[config.mk]
export PLATFORM = sky130hd
export DESIGN_NAME = lfocc_top
export DESIGN_NICKNAME = d
export VERILOG_FILES = /design/src/rtl/lfocc_top.v /design/src/rtl/lfocc_sync.v
export VERILOG_INCLUDE_DIRS = /design/src /design/src/inc
export SDC_FILE = /design/constraint.sdc
export NUM_CORES = 1
export LEC_CHECK = 0
export BUFFER_PORTS_ARGS = -buffer_cell sky130_fd_sc_hd__buf_2
export CORE_UTILIZATION = 49
export DETAILED_ROUTE_END_ITERATION = 16
export HOLD_SLACK_MARGIN = 0.05
export PLACE_DENSITY = 0.86
export SLEW_MARGIN = 40
export SYNTH_ARGS = -nofsm -noshare
export SYNTH_HDL_FRONTEND = slang
export SYNTH_SLANG_ARGS = --single-unit
[constraint.sdc]
create_clock -name clk -period 2.3 [get_ports clk]
set_input_delay 0.23 -clock clk [delete_from_list [all_inputs] [get_ports clk]]
set_output_delay 0.23 -clock clk [all_outputs]
set_load 0.05 [all_outputs]
[src/inc/lfocc_regs.vh]
// register map, field positions, reset values and counts of the lf oscillator control block
`ifndef LFOCC_REGS_VH
`define LFOCC_REGS_VH

// control register address on the special function register port
`define LFOCC_CTRL_ADDR      8'h86

// field positions in the control register
`define LFOCC_EN_BIT         7
`define LFOCC_RDY_BIT        6
`define LFOCC_TRIM_HI        5
`define LFOCC_TRIM_LO        2
`define LFOCC_DIV_HI         1
`define LFOCC_DIV_LO         0

// reset values
`define LFOCC_EN_RST         1'b0
`define LFOCC_TRIM_RST       4'h8
`define LFOCC_DIV_RST        2'h0

// divider select codes
`define LFOCC_DIV8           2'h0
`define LFOCC_DIV4           2'h1
`define LFOCC_DIV2           2'h2
`define LFOCC_DIV1           2'h3

// oscillator rising edges seen before the ready flag rises
`define LFOCC_STABLE_EDGES   8'h10

// external oscillator mode field codes (3 bits)
`define LFOCC_XMODE_CMOS     3'h2
`define LFOCC_XMODE_CMOS2    3'h3
`define LFOCC_XMODE_RC       3'h4
`define LFOCC_XMODE_CAP      3'h5
`define LFOCC_XMODE_XTAL     3'h6

// external clock prescale: last count of the eight rising edges that make one tick
`define LFOCC_EXT_DIV_LAST   3'h7

`endif

[src/rtl/lfocc_top.v]
// lf oscillator control, calibration capture and external clock prescaler
`timescale 1ns/10ps
`include "lfocc_regs.vh"

// Behaviour
// - divider code 00/01/10/11 gives 8/4/2/1
// - enable bit 7 runs the oscillator
// - read-only ready flag bit 6 after stabilising
// - trim bits 5..2, 0000 fastest, 1111 slowest
// - timer2 captures falling, timer3 rising edge
// - capture copies count bytes into reload bytes
// - external clock divided by eight for peripherals
// - divided clock synchronised, jitter within half cycle
// - crystal mode claims input and output pins
// - rc, capacitor, cmos claim only output pin
module lfocc_top (
    // clock and reset
    input  wire        clk,
    input  wire        reset,
    // special function register port
    input  wire [7:0]  sfr_addr,
    input  wire [7:0]  sfr_wdata,
    input  wire        sfr_wr,
    input  wire        sfr_rd,
    output reg  [7:0]  sfr_rdata_q,
    // analog lf oscillator
    input  wire        lf_osc_raw,
    output reg         lf_osc_enable_q,
    output reg  [3:0]  lf_osc_trim_q,
    output reg         lf_osc_div_clk_q,
    // timer 2 calibration capture
    input  wire        t2_lf_capture_mode,
    input  wire [7:0]  t2_timer_count_high,
    input  wire [7:0]  t2_timer_count_low,
    output reg  [7:0]  t2_timer_reload_high_q,
    output reg  [7:0]  t2_timer_reload_low_q,
    output reg         t2_capture_q,
    // timer 3 calibration capture
    input  wire        t3_lf_capture_mode,
    input  wire [7:0]  t3_timer_count_high,
    input  wire [7:0]  t3_timer_count_low,
    output reg  [7:0]  t3_timer_reload_high_q,
    output reg  [7:0]  t3_timer_reload_low_q,
    output reg         t3_capture_q,
    // external oscillator
    input  wire [2:0]  ext_osc_mode,
    input  wire        ext_osc_clk,
    output reg         osc_in_pin_claim_q,
    output reg         osc_out_pin_claim_q,
    output reg         ext_div8_tick_q,
    output reg         ext_div8_clk_q
);

    // ------------------------------------------------------------
    // register state
    // ------------------------------------------------------------
    reg        lf_osc_ready_q;      // frequency stabilised
    reg  [1:0] lf_osc_divider_sel_q; // divider code
    reg  [7:0] stable_cnt_q;        // edges seen since enable
    reg  [2:0] div_cnt_q;           // lf edges inside half period
    reg  [2:0] ext_cnt_q;           // external edges inside one tick

    wire       lf_level;            // synchronised lf oscillator
    wire       lf_rise;             // lf rising edge pulse
    wire       ext_rise;            // external rising edge pulse

    wire       ctrl_hit;            // port addresses the control register
    assign ctrl_hit = (sfr_addr == `LFOCC_CTRL_ADDR);

    // ------------------------------------------------------------
    // input synchronisers; both clocks arrive from outside the domain
    // ------------------------------------------------------------
    lfocc_sync u_lf_sync (
        .clk      (clk),
        .reset    (reset),
        .async_in (lf_osc_raw),
        .level    (lf_level),
        .rise     (lf_rise),
        .fall     ()
    );

    lfocc_sync u_ext_sync (
        .clk      (clk),
        .reset    (reset),
        .async_in (ext_osc_clk),
        .level    (),
        .rise     (ext_rise),
        .fall     ()
    );

    // ------------------------------------------------------------
    // control register writes; the ready bit ignores writes
    // ------------------------------------------------------------
    always @(posedge clk) begin
        if (reset) begin
            lf_osc_enable_q      <= `LFOCC_EN_RST;
            lf_osc_trim_q        <= `LFOCC_TRIM_RST;
            lf_osc_divider_sel_q <= `LFOCC_DIV_RST;
        end else if (sfr_wr && ctrl_hit) begin
            lf_osc_enable_q      <= sfr_wdata[`LFOCC_EN_BIT];
            lf_osc_trim_q        <= sfr_wdata[`LFOCC_TRIM_HI:`LFOCC_TRIM_LO];
            lf_osc_divider_sel_q <= sfr_wdata[`LFOCC_DIV_HI:`LFOCC_DIV_LO];
        end
    end

    // ------------------------------------------------------------
    // register read; unmapped addresses read as zero
    // ------------------------------------------------------------
    always @(posedge clk) begin
        if (reset) begin
            sfr_rdata_q <= 8'h00;
        end else if (sfr_rd && ctrl_hit) begin
            sfr_rdata_q <= {lf_osc_enable_q, lf_osc_ready_q,
                            lf_osc_trim_q, lf_osc_divider_sel_q};
        end else if (sfr_rd) begin
            sfr_rdata_q <= 8'h00;
        end
    end

    // ------------------------------------------------------------
    // ready flag: counts oscillator edges after enable
    // ------------------------------------------------------------
    // edge count stands in for analog settling; a stopped oscillator
    // never reports ready, which is the safe failure
    always @(posedge clk) begin
        if (reset) begin
            stable_cnt_q   <= 8'h00;
            lf_osc_ready_q <= 1'b0;
        end else if (!lf_osc_enable_q) begin
            stable_cnt_q   <= 8'h00;
            lf_osc_ready_q <= 1'b0;
        end else if (lf_rise && !lf_osc_ready_q) begin
            if (stable_cnt_q == `LFOCC_STABLE_EDGES - 8'h01) begin
                lf_osc_ready_q <= 1'b1;
            end else begin
                stable_cnt_q <= stable_cnt_q + 8'h01;
            end
        end
    end

    // ------------------------------------------------------------
    // output divider: toggle every half period of lf rising edges
    // ------------------------------------------------------------
    reg  [2:0] half_last;           // last count of a half period
    always @* begin
        case (lf_osc_divider_sel_q)
            `LFOCC_DIV8: half_last = 3'h3;
            `LFOCC_DIV4: half_last = 3'h1;
            `LFOCC_DIV2: half_last = 3'h0;
            default:     half_last = 3'h0;
        endcase
    end

    reg        div_clk_d;           // next divided output level
    always @* begin
        div_clk_d = lf_osc_div_clk_q;
        if (!lf_osc_enable_q) begin
            div_clk_d = 1'b0;
        end else if (lf_osc_divider_sel_q == `LFOCC_DIV1) begin
            div_clk_d = lf_level;
        end else if (lf_rise && div_cnt_q == half_last) begin
            div_clk_d = ~lf_osc_div_clk_q;
        end
    end

    // half period counter and divided output flop
    always @(posedge clk) begin
        if (reset) begin
            div_cnt_q        <= 3'h0;
            lf_osc_div_clk_q <= 1'b0;
        end else begin
            lf_osc_div_clk_q <= div_clk_d;
            if (!lf_osc_enable_q) begin
                div_cnt_q <= 3'h0;
            end else if (lf_rise) begin
                if (div_cnt_q >= half_last) begin
                    div_cnt_q <= 3'h0;
                end else begin
                    div_cnt_q <= div_cnt_q + 3'h1;
                end
            end
        end
    end

    // edges of the divided output, seen one cycle before the flop moves
    wire       div_rise;            // divided output about to rise
    wire       div_fall;            // divided output about to fall
    assign div_rise = div_clk_d & ~lf_osc_div_clk_q;
    assign div_fall = ~div_clk_d & lf_osc_div_clk_q;

    // ------------------------------------------------------------
    // timer 2 capture on falling edge of the divided output
    // ------------------------------------------------------------
    always @(posedge clk) begin
        if (reset) begin
            t2_timer_reload_high_q <= 8'h00;
            t2_timer_reload_low_q  <= 8'h00;
            t2_capture_q           <= 1'b0;
        end else begin
            t2_capture_q <= t2_lf_capture_mode & div_fall;
            if (t2_lf_capture_mode && div_fall) begin
                t2_timer_reload_high_q <= t2_timer_count_high;
                t2_timer_reload_low_q  <= t2_timer_count_low;
            end
        end
    end

    // ------------------------------------------------------------
    // timer 3 capture on rising edge of the divided output
    // ------------------------------------------------------------
    always @(posedge clk) begin
        if (reset) begin
            t3_timer_reload_high_q <= 8'h00;
            t3_timer_reload_low_q  <= 8'h00;
            t3_capture_q           <= 1'b0;
        end else begin
            t3_capture_q <= t3_lf_capture_mode & div_rise;
            if (t3_lf_capture_mode && div_rise) begin
                t3_timer_reload_high_q <= t3_timer_count_high;
                t3_timer_reload_low_q  <= t3_timer_count_low;
            end
        end
    end

    // ------------------------------------------------------------
    // pin takeover by external oscillator mode
    // ------------------------------------------------------------
    reg        in_claim_d;          // input terminal pin claimed
    reg        out_claim_d;         // output terminal pin claimed
    always @* begin
        in_claim_d  = 1'b0;
        out_claim_d = 1'b0;
        case (ext_osc_mode)
            `LFOCC_XMODE_CMOS,
            `LFOCC_XMODE_CMOS2,
            `LFOCC_XMODE_RC,
            `LFOCC_XMODE_CAP: begin
                out_claim_d = 1'b1;
            end
            default: begin
                // both crystal codes 11x; off codes 00x claim nothing
                if ({ext_osc_mode[2:1], 1'b0} == `LFOCC_XMODE_XTAL) begin
                    in_claim_d  = 1'b1;
                    out_claim_d = 1'b1;
                end
            end
        endcase
    end

    // pin claim flops
    always @(posedge clk) begin
        if (reset) begin
            osc_in_pin_claim_q  <= 1'b0;
            osc_out_pin_claim_q <= 1'b0;
        end else begin
            osc_in_pin_claim_q  <= in_claim_d;
            osc_out_pin_claim_q <= out_claim_d;
        end
    end

    // ------------------------------------------------------------
    // external clock divide by eight, built on sampled edges
    // ------------------------------------------------------------
    // sampling only holds when the external clock stays well below
    // the system clock; faster clocks lose edges silently
    wire       ext_active;          // mode field says circuit is on
    assign ext_active = (ext_osc_mode[2:1] != 2'h0);

    always @(posedge clk) begin
        if (reset) begin
            ext_cnt_q       <= 3'h0;
            ext_div8_tick_q <= 1'b0;
            ext_div8_clk_q  <= 1'b0;
        end else begin
            ext_div8_tick_q <= 1'b0;
            if (!ext_active) begin
                ext_cnt_q      <= 3'h0;
                ext_div8_clk_q <= 1'b0;
            end else if (ext_rise) begin
                ext_cnt_q <= ext_cnt_q + 3'h1;
                if (ext_cnt_q == `LFOCC_EXT_DIV_LAST) begin
                    ext_div8_tick_q <= 1'b1;
                end
                if (ext_cnt_q[1:0] == 2'h3) begin
                    ext_div8_clk_q <= ~ext_div8_clk_q;
                end
            end
        end
    end

endmodule // lfocc_top

[src/rtl/lfocc_sync.v]
// three-stage input synchroniser with edge pulses for pin-level clocks
`timescale 1ns/10ps

module lfocc_sync (
    // clock and reset
    input  wire clk,
    input  wire reset,
    // asynchronous input
    input  wire async_in,
    // synchronised outputs
    output wire level,
    output wire rise,
    output wire fall
);

    reg stage1_q;   // metastability catcher, read only by stage2
    reg stage2_q;   // first settled sample
    reg stage3_q;   // second settled sample
    reg level_q;    // accepted level, moves only on agreement

    // shift chain; a change counts once stage2 and stage3 agree
    always @(posedge clk) begin
        if (reset) begin
            stage1_q <= 1'b0;
            stage2_q <= 1'b0;
            stage3_q <= 1'b0;
            level_q  <= 1'b0;
        end else begin
            stage1_q <= async_in;
            stage2_q <= stage1_q;
            stage3_q <= stage2_q;
            if (stage2_q == stage3_q) begin
                level_q <= stage3_q; // both settled samples agree
            end
        end
    end

    // edge pulses fire in the cycle the agreed level is about to move
    assign level = level_q;
    assign rise  = stage2_q & stage3_q & ~level_q;
    assign fall  = ~stage2_q & ~stage3_q & level_q;

endmodule // lfocc_sync

==> results of run 1 <==
-- final cells by class --
class / count / area (um^2)
inverter: 4 / 15.0
multi-input combinational: 236 / 1450
fill: 504 / 2150
timing repair buffer: 113 / 578
tap: 75 / 93.8
clock inverter: 4 / 47.5
clock buffer: 12 / 145
sequential: 77 / 1540
-- critical path, cell delays in order (launching register included) --
cell and delay (ns):
dfxtp_1 0.36, or2_2 0.29, ha_1 0.35, nand3b_4 0.14
o31a_1 0.45, o21ai_0 0.27, a21oi_1 0.10
-- metal layers --
layer,routed length [um],up-vias,global-route usage (%)
met2,3450,97,37.3
met5,0,-,0
li1,-,1397,-
met1,2950,1293,23.4
met3,416,13,4.67
met4,122,0,11.1
-- synthesized netlist by cell type (all sizes together), types with 3 or more instances --
cell type and count:
o21ai 35, xor2 5, nand2 7, ha 8, and3 4, nor3 6
inv 4, nand3 36, clkbuf 12, a21oi 42, mux2i 13, nand3b 3
buf 10, nor2 36, nor2b 15, dfxtp 77
-- flip-flops by register name, indices dropped and copies added (netlist names), 2 cells and up --
| name | count |
|---|---|
| div_cnt_q | 3 |
| ext_cnt_q | 3 |
| lf_osc_divider_sel_q | 2 |
| lf_osc_trim_q | 4 |
| sfr_rdata_q | 8 |
| stable_cnt_q | 8 |
| t2_timer_reload_high_q | 8 |
| t2_timer_reload_low_q | 8 |
| t3_timer_reload_high_q | 8 |
| t3_timer_reload_low_q | 8 |
-- through the flow --
stage	total power [mW]	instances
global route	2.52	521
global placement	1.46	505
detailed placement	1.46	505
finish	2.43	521
floorplan	1.41	339
CTS	2.44	521
-- cells in the final DEF (no fill, tap or decap), types with 2 or more instances in the layout --
| master | n |
|---|---|
| a21oi_1 | 42 |
| a22oi_1 | 2 |
| and3_1 | 4 |
| buf_2 | 108 |
| buf_4 | 5 |
| clkbuf_1 | 2 |
| clkbuf_8 | 10 |
| clkinv_2 | 2 |
| dfxtp_1 | 77 |
| ha_1 | 8 |
| inv_1 | 4 |
| mux2i_1 | 13 |
| nand2_1 | 7 |
| nand3_1 | 36 |
| nand3b_1 | 2 |
| nor2_1 | 36 |
| nor2b_1 | 15 |
| nor3_1 | 6 |
| nor4_1 | 2 |
| o21ai_0 | 33 |
| or4_1 | 2 |
| xnor2_1 | 2 |
| xor2_1 | 5 |
-- final timing paths --
kind                                         startpoint                  endpoint  slack (ns)  cells after the start
worst max-delay path            lf_osc_divider_sel_q[0]  t3_timer_reload_low_q[7]        0.20                      6
worst max register to register  lf_osc_divider_sel_q[0]  t3_timer_reload_low_q[7]        0.20                      6
worst min register to register       u_lf_sync.stage1_q        u_lf_sync.stage2_q        0.44                      1
worst min-delay path                         lf_osc_raw        u_lf_sync.stage1_q        0.10                      2
-- cell families after synthesis --
kind of cell / share of synthesized area, %
AND/OR/NAND/NOR: 21.1
XOR/XNOR: 1.97
flip-flops: 49.4
adder cells (fa/ha/maj): 3.21
buffers and inverters: 4.01
AO/OA/AOI/OAI: 16.2
multiplexers: 4.17
-- power breakdown --
part	switching (mW)	internal [mW]	total, mW
clock	0.465	0.528	0.993
sequential	0.00260	1.34	1.34
combinational	0.0478	0.0444	0.0922
==> results.md, run 1 <==
* Drt via density at 5.37
* Slew @ Worst Pin at 0.596 ns
* Distinct cells, synth at 43
* Max Slew Vio Count at 0
* Final Hold Fails at 0
* DIE AREA at 6690 um^2
* CTS Hold Bufs at 0
* Clock Skew at 0.00640 ns
* GRT Total Usage at between 20% and 30%
* Primary FF master, synth: dfxtp_1
* PortBufs at 108
* CTS resizes at 0
* CP Capture Type: register
* TritonCTS clock tree: built
* Worst relative slew slack at 60.3%
* Pre-antenna DRT Iters at 6
* Layout cell share with drive strength beyond 1 at a little under a third
* Syn_area_per_cell at 9.20 um^2
* Vias in the first global route at 2593
* Placer Congestion at 0.796
* RSZ-0062 raised after global routing: no
* Hold slack at 0.102 ns
* Final instance area at 3870 um^2
* CTS sink count at between 70 and 80
* Num rows at 28
* Synth top area cells: dfxtp_1, a21oi_1, nand3_1
* Post-route ant nets at 0
* CP max FO at 17
* CTS max path bufs at 2
* P_leak at 1.77 nW
* Setup TNS at 0 ns
* Net Count, Synth at 406
* Post-synth ARST share at 0%
* Boundary Pins at 111
* CP arrival at 2.30 ns
* Synth warn at 0
* Post-place setup slack at about 0.17 ns
* Critical Path RT at between 2 and 3 ns
* Antenna violations before repair at 0
* HP Class: input pin to register
* CORE AREA at between 6000 and 7000 um^2
* DR vias at 2800
* Dominant cell type by area after synthesis: dfxtp_1
* Initial core utilization at 51.8%
* Status: finished, final reports clean
* Dpl cell area at around 3700 um^2
* Setup violators final at 0
* Clock Latency Late Sink at 0.34 ns
* First-pass GRT wire length at 10.9 mm
* FMAX at between 400 and 500 MHz
* Seq/Total Area, Yosys at 49.4%
* Max-Cap Viols at 0
* Routed wire per std cell at 13.3 um
* Critical path launch point type: register
* Die X at 81.8 um
* Post-Route WL at ~6.9 mm
* Top-area cell type share of the netlist area at 49.4%
* Cells after synthesis at between 300 and 400
* Initial DRC Count at approximately 130
* Number of synthesized flops with an enable pin at 0
* Area growth syn-to-layout at 24.2%
* Nets at 508
* Largest net degree at the start of global routing at 60
* Cts bufs inserted at 9
* Final critical-path required period at between 2 and 2.5 ns
* Crit Path Class: register to register
* Post-layout util at about 64%
* Diode count at 0
* #FFs+latches synth at 77
* Post-CTS setup buffers at 0
* Worst IR Drop VDD at 0.334 mV
* Grt ovf at 0
* H-Tree Level Count at 3
* Power density over cell area at about 630 nW/um^2
* Die H at 81.8 um
* Mapped Area at 3120 um^2
* Reg clk slew, reported paths at 0.07 ns
* Fin crit share at 91.3%
* DPL Wire Length at 4.85 mm
* Root buf cell: clkbuf_8
* Final worst slack at 0.201 ns
* Drt drc at 0
Note: power is estimated with default switching activity, not from simulation.
==> inputs of run 2 (changes only) <==
--- a/config.mk
+++ b/config.mk
@@ -6,12 +6,13 @@
 export SDC_FILE = /design/constraint.sdc
 export NUM_CORES = 1
 export LEC_CHECK = 0
-export BUFFER_PORTS_ARGS = -buffer_cell sky130_fd_sc_hd__buf_2
-export CORE_UTILIZATION = 49
+export CORE_UTILIZATION = 65
 export DETAILED_ROUTE_END_ITERATION = 16
+export DONT_BUFFER_PORTS = 1
 export HOLD_SLACK_MARGIN = 0.05
-export PLACE_DENSITY = 0.86
+export PLACE_DENSITY = 0.88
 export SLEW_MARGIN = 40
 export SYNTH_ARGS = -nofsm -noshare
 export SYNTH_HDL_FRONTEND = slang
+export SYNTH_HIERARCHICAL = 1
 export SYNTH_SLANG_ARGS = --single-unit
==> constraint.sdc (replaced) <==
create_clock -name clk -period 2.5 [get_ports clk]
set_input_delay 0.25 -clock clk [delete_from_list [all_inputs] [get_ports clk]]
set_output_delay 0.25 -clock clk [all_outputs]
set_load 0.05 [all_outputs]
==> results.md, run 2 <==
* Status: finished, final reports clean
* Area growth syn-to-layout at 8.84%
* Dpl cell area at 3390 um^2 (-7.8%)
* Clock Power Share at 43.7% (+2.8 points)
* Worst relative slew slack at 57.3% (-3.0 points)
* Fin crit share at 85.1% (-6.1 points)
* Routed wire per std cell at 15.1 um (+13%)
* Setup violators final at 0 (unchanged)
* Critical path launch point type: register
* CP Cell Sequence: or2_2, ha_1, nand4b_4, a21oi_2, o311a_1, buf_4, mux2i_1
* P_leak at 1.46 nW (-17%)
* Reg clk slew, reported paths at 0.08 ns (about the same)
* Setup crit start: lf_osc_divider_sel_q[0]
* Slew @ Worst Pin at 0.640 ns (+0.0439 ns)
* CTS sink count at 77 (unchanged)
* Mapped Area at 3380 um^2 (+8.5%)
* Num rows at 25 (-11%)
* Boundary Pins at 111 (unchanged)
* Family with the most delay on the worst path: simple AND/OR/NAND/NOR gates
* Most frequent cells in the layout: dfxtp_1, nand2b_1, mux2i_1, nor2_1, a21oi_1
* Vias in the first global route at 2199 (-15%)
* Commonest non-fill, non-tap cell in the layout: dfxtp_1
* Crit Path Class: register to register
* Synth warn at 6 (+6)
* RSZ-0062 raised after global routing: no
* Root buf cell: clkbuf_8
* PortBufs at 0 (-100%)
* Post-place setup slack at 0.376 ns (+0.205 ns)
* DPL Wire Length at 4.32 mm (-11%)
* Drt via density at 5.54 (+3.0%)
* Power density over cell area at 630 nW/um^2 (+0.53%)
* CP Capture Type: register
* Syn_area_per_cell at 9.75 um^2 (+6.0%)
* Sequential Power Share at 53.5% (-1.8 points)
* Pre-antenna DRT Iters at 4 (-2)
* First-pass GRT wire length at 9.60 mm (-12%)
* Layout cell share with drive strength beyond 1 at 8.12% (-23 points)
* Internal at 1.86 mW (-3.0%)
* Sw Pwr at 0.464 mW (-9.9%)
* Initial core utilization at 69.4% (+18 points)
* Final Hold Fails at 0 (unchanged)
* DR vias at 2348 (-16%)
* DIE AREA at 5500 um^2 (-18%)
* CP arrival at 2.38 ns (+0.08 ns)
* Diode count at 0 (unchanged)
* Min-delay src: t3_timer_count_low[7]
* Placer Congestion at 0.753 (-5.4%)
* Worst IR Drop VDD at 0.539 mV (+61%)
* FMAX at 470 MHz (-1.4%)
* Max-Cap Viols at 0 (unchanged)
* Drt drc at 0 (unchanged)
* Die X at 74.2 um (-9.3%)
* H-Tree Level Count at 3 (unchanged)
* Setup TNS at 0 ns (unchanged)
* Switching part of the total power at 20.0% (-1.2 points)
* HP Class: input pin to register
* Cells after synthesis at 347 (+2.4%)
* Largest net degree at the start of global routing at 68 (+13%)
* Post-Route WL at 6.39 mm (-7.9%)
* Grt ovf at 0 (unchanged)
* Worst-path cell with the longest stage delay: dfxtp_1
* Max Slew Vio Count at 0 (unchanged)
* CORE AREA at 4880 um^2 (-19%)
* Nets at 422 (-17%)
* Post-CTS setup buffers at 0 (unchanged)
* TritonCTS clock tree: built
* CTS max path bufs at 2 (unchanged)
* Buf/Inv on CP at 1 (+1)
* Clock Skew at 0.0100 ns (+0.00362 ns)
* Final instance area at 3680 um^2 (-4.9%)
* Critical Path RT at 2.76 ns (+0.25 ns)
* Gate power share at 2.7% (-1.1 points)
* CP max FO at 17 (unchanged)
* Antenna violations before repair at 0 (unchanged)
* Final worst slack at 0.371 ns (+0.170 ns)
* Die H at 74.2 um (-9.3%)
* Cts bufs inserted at 9 (unchanged)
* Initial DRC Count at 105 (-20%)
* Final critical-path required period at 2.13 ns (+0.0298 ns)
* Final Total Pwr at 2.32 mW (-4.4%)
* Post-route ant nets at 0 (unchanged)
* GRT Total Usage at 23.0% (+1.9 points)
* Net Count, Synth at 416 (+2.5%)
* R2R Path Start: lf_osc_divider_sel_q[0]
* Clock Latency Late Sink at 0.33 ns (about the same)
* Max incr delay on CP at 0.37 ns (-0.08 ns)
run 2: metal layers:
| metal | vias up | global-route usage (%) | share of wire (%) |
|---|---|---|---|
| li1 | 1158 | - | - |
| met1 | 1075 | 25.2 | 41 |
| met2 | 99 | 40.7 | 49 |
| met3 | 16 | 6.23 | 7.7 |
| met4 | 0 | 11.5 | 2.4 |
| met5 | - | 0 | 0 |
run 2: cell type report:
cell class                      count  area (um^2)
Clock buffer                       11          141
Multi-Input combinational cell    242         1690
Inverter                           10         37.5
Tap cell                           67         83.8
Clock inverter                      4         72.6
Sequential cell                    77         1540
Timing Repair Buffer               13          113
Fill cell                         368         1200
run 2: timing repair:
action,in CTS,in global routing
hold buffers,6,2
gates resized for setup,0,0
hold endpoints to repair,28,2
run 2: stage by stage:
step / util, % / hold WS [ns] / instances
2_1_floorplan: - / 0.317 / 347
3_3_place_gp: 69.6 / 0.322 / 401
3_5_place_dp: 69.6 / 0.322 / 401
4_1_cts: 75.2 / 0.0504 / 422
5_1_grt: 75.5 / 0.0583 / 424
6_report: 75.5 / 0.0623 / 424
run 2: final timing paths:
path                                to  slack, ns  cells after the start
max          t2_timer_reload_high_q[5]       0.37                      7
min           t3_timer_reload_low_q[7]       0.06                      2
max reg2reg  t2_timer_reload_high_q[5]       0.37                      7
min reg2reg        u_ext_sync/stage2_q       0.45                      1
run 2: power by group through the flow:
stage                     Clock (mW)  Sequential, mW  Combinational, mW
after CTS                       1.02            1.24             0.0615
after global routing            1.07            1.24             0.0683
after detailed placement           0            1.27             0.0480
after global placement             0            1.27             0.0460
final                           1.01            1.24             0.0637
after floorplan                    0            1.27             0.0591
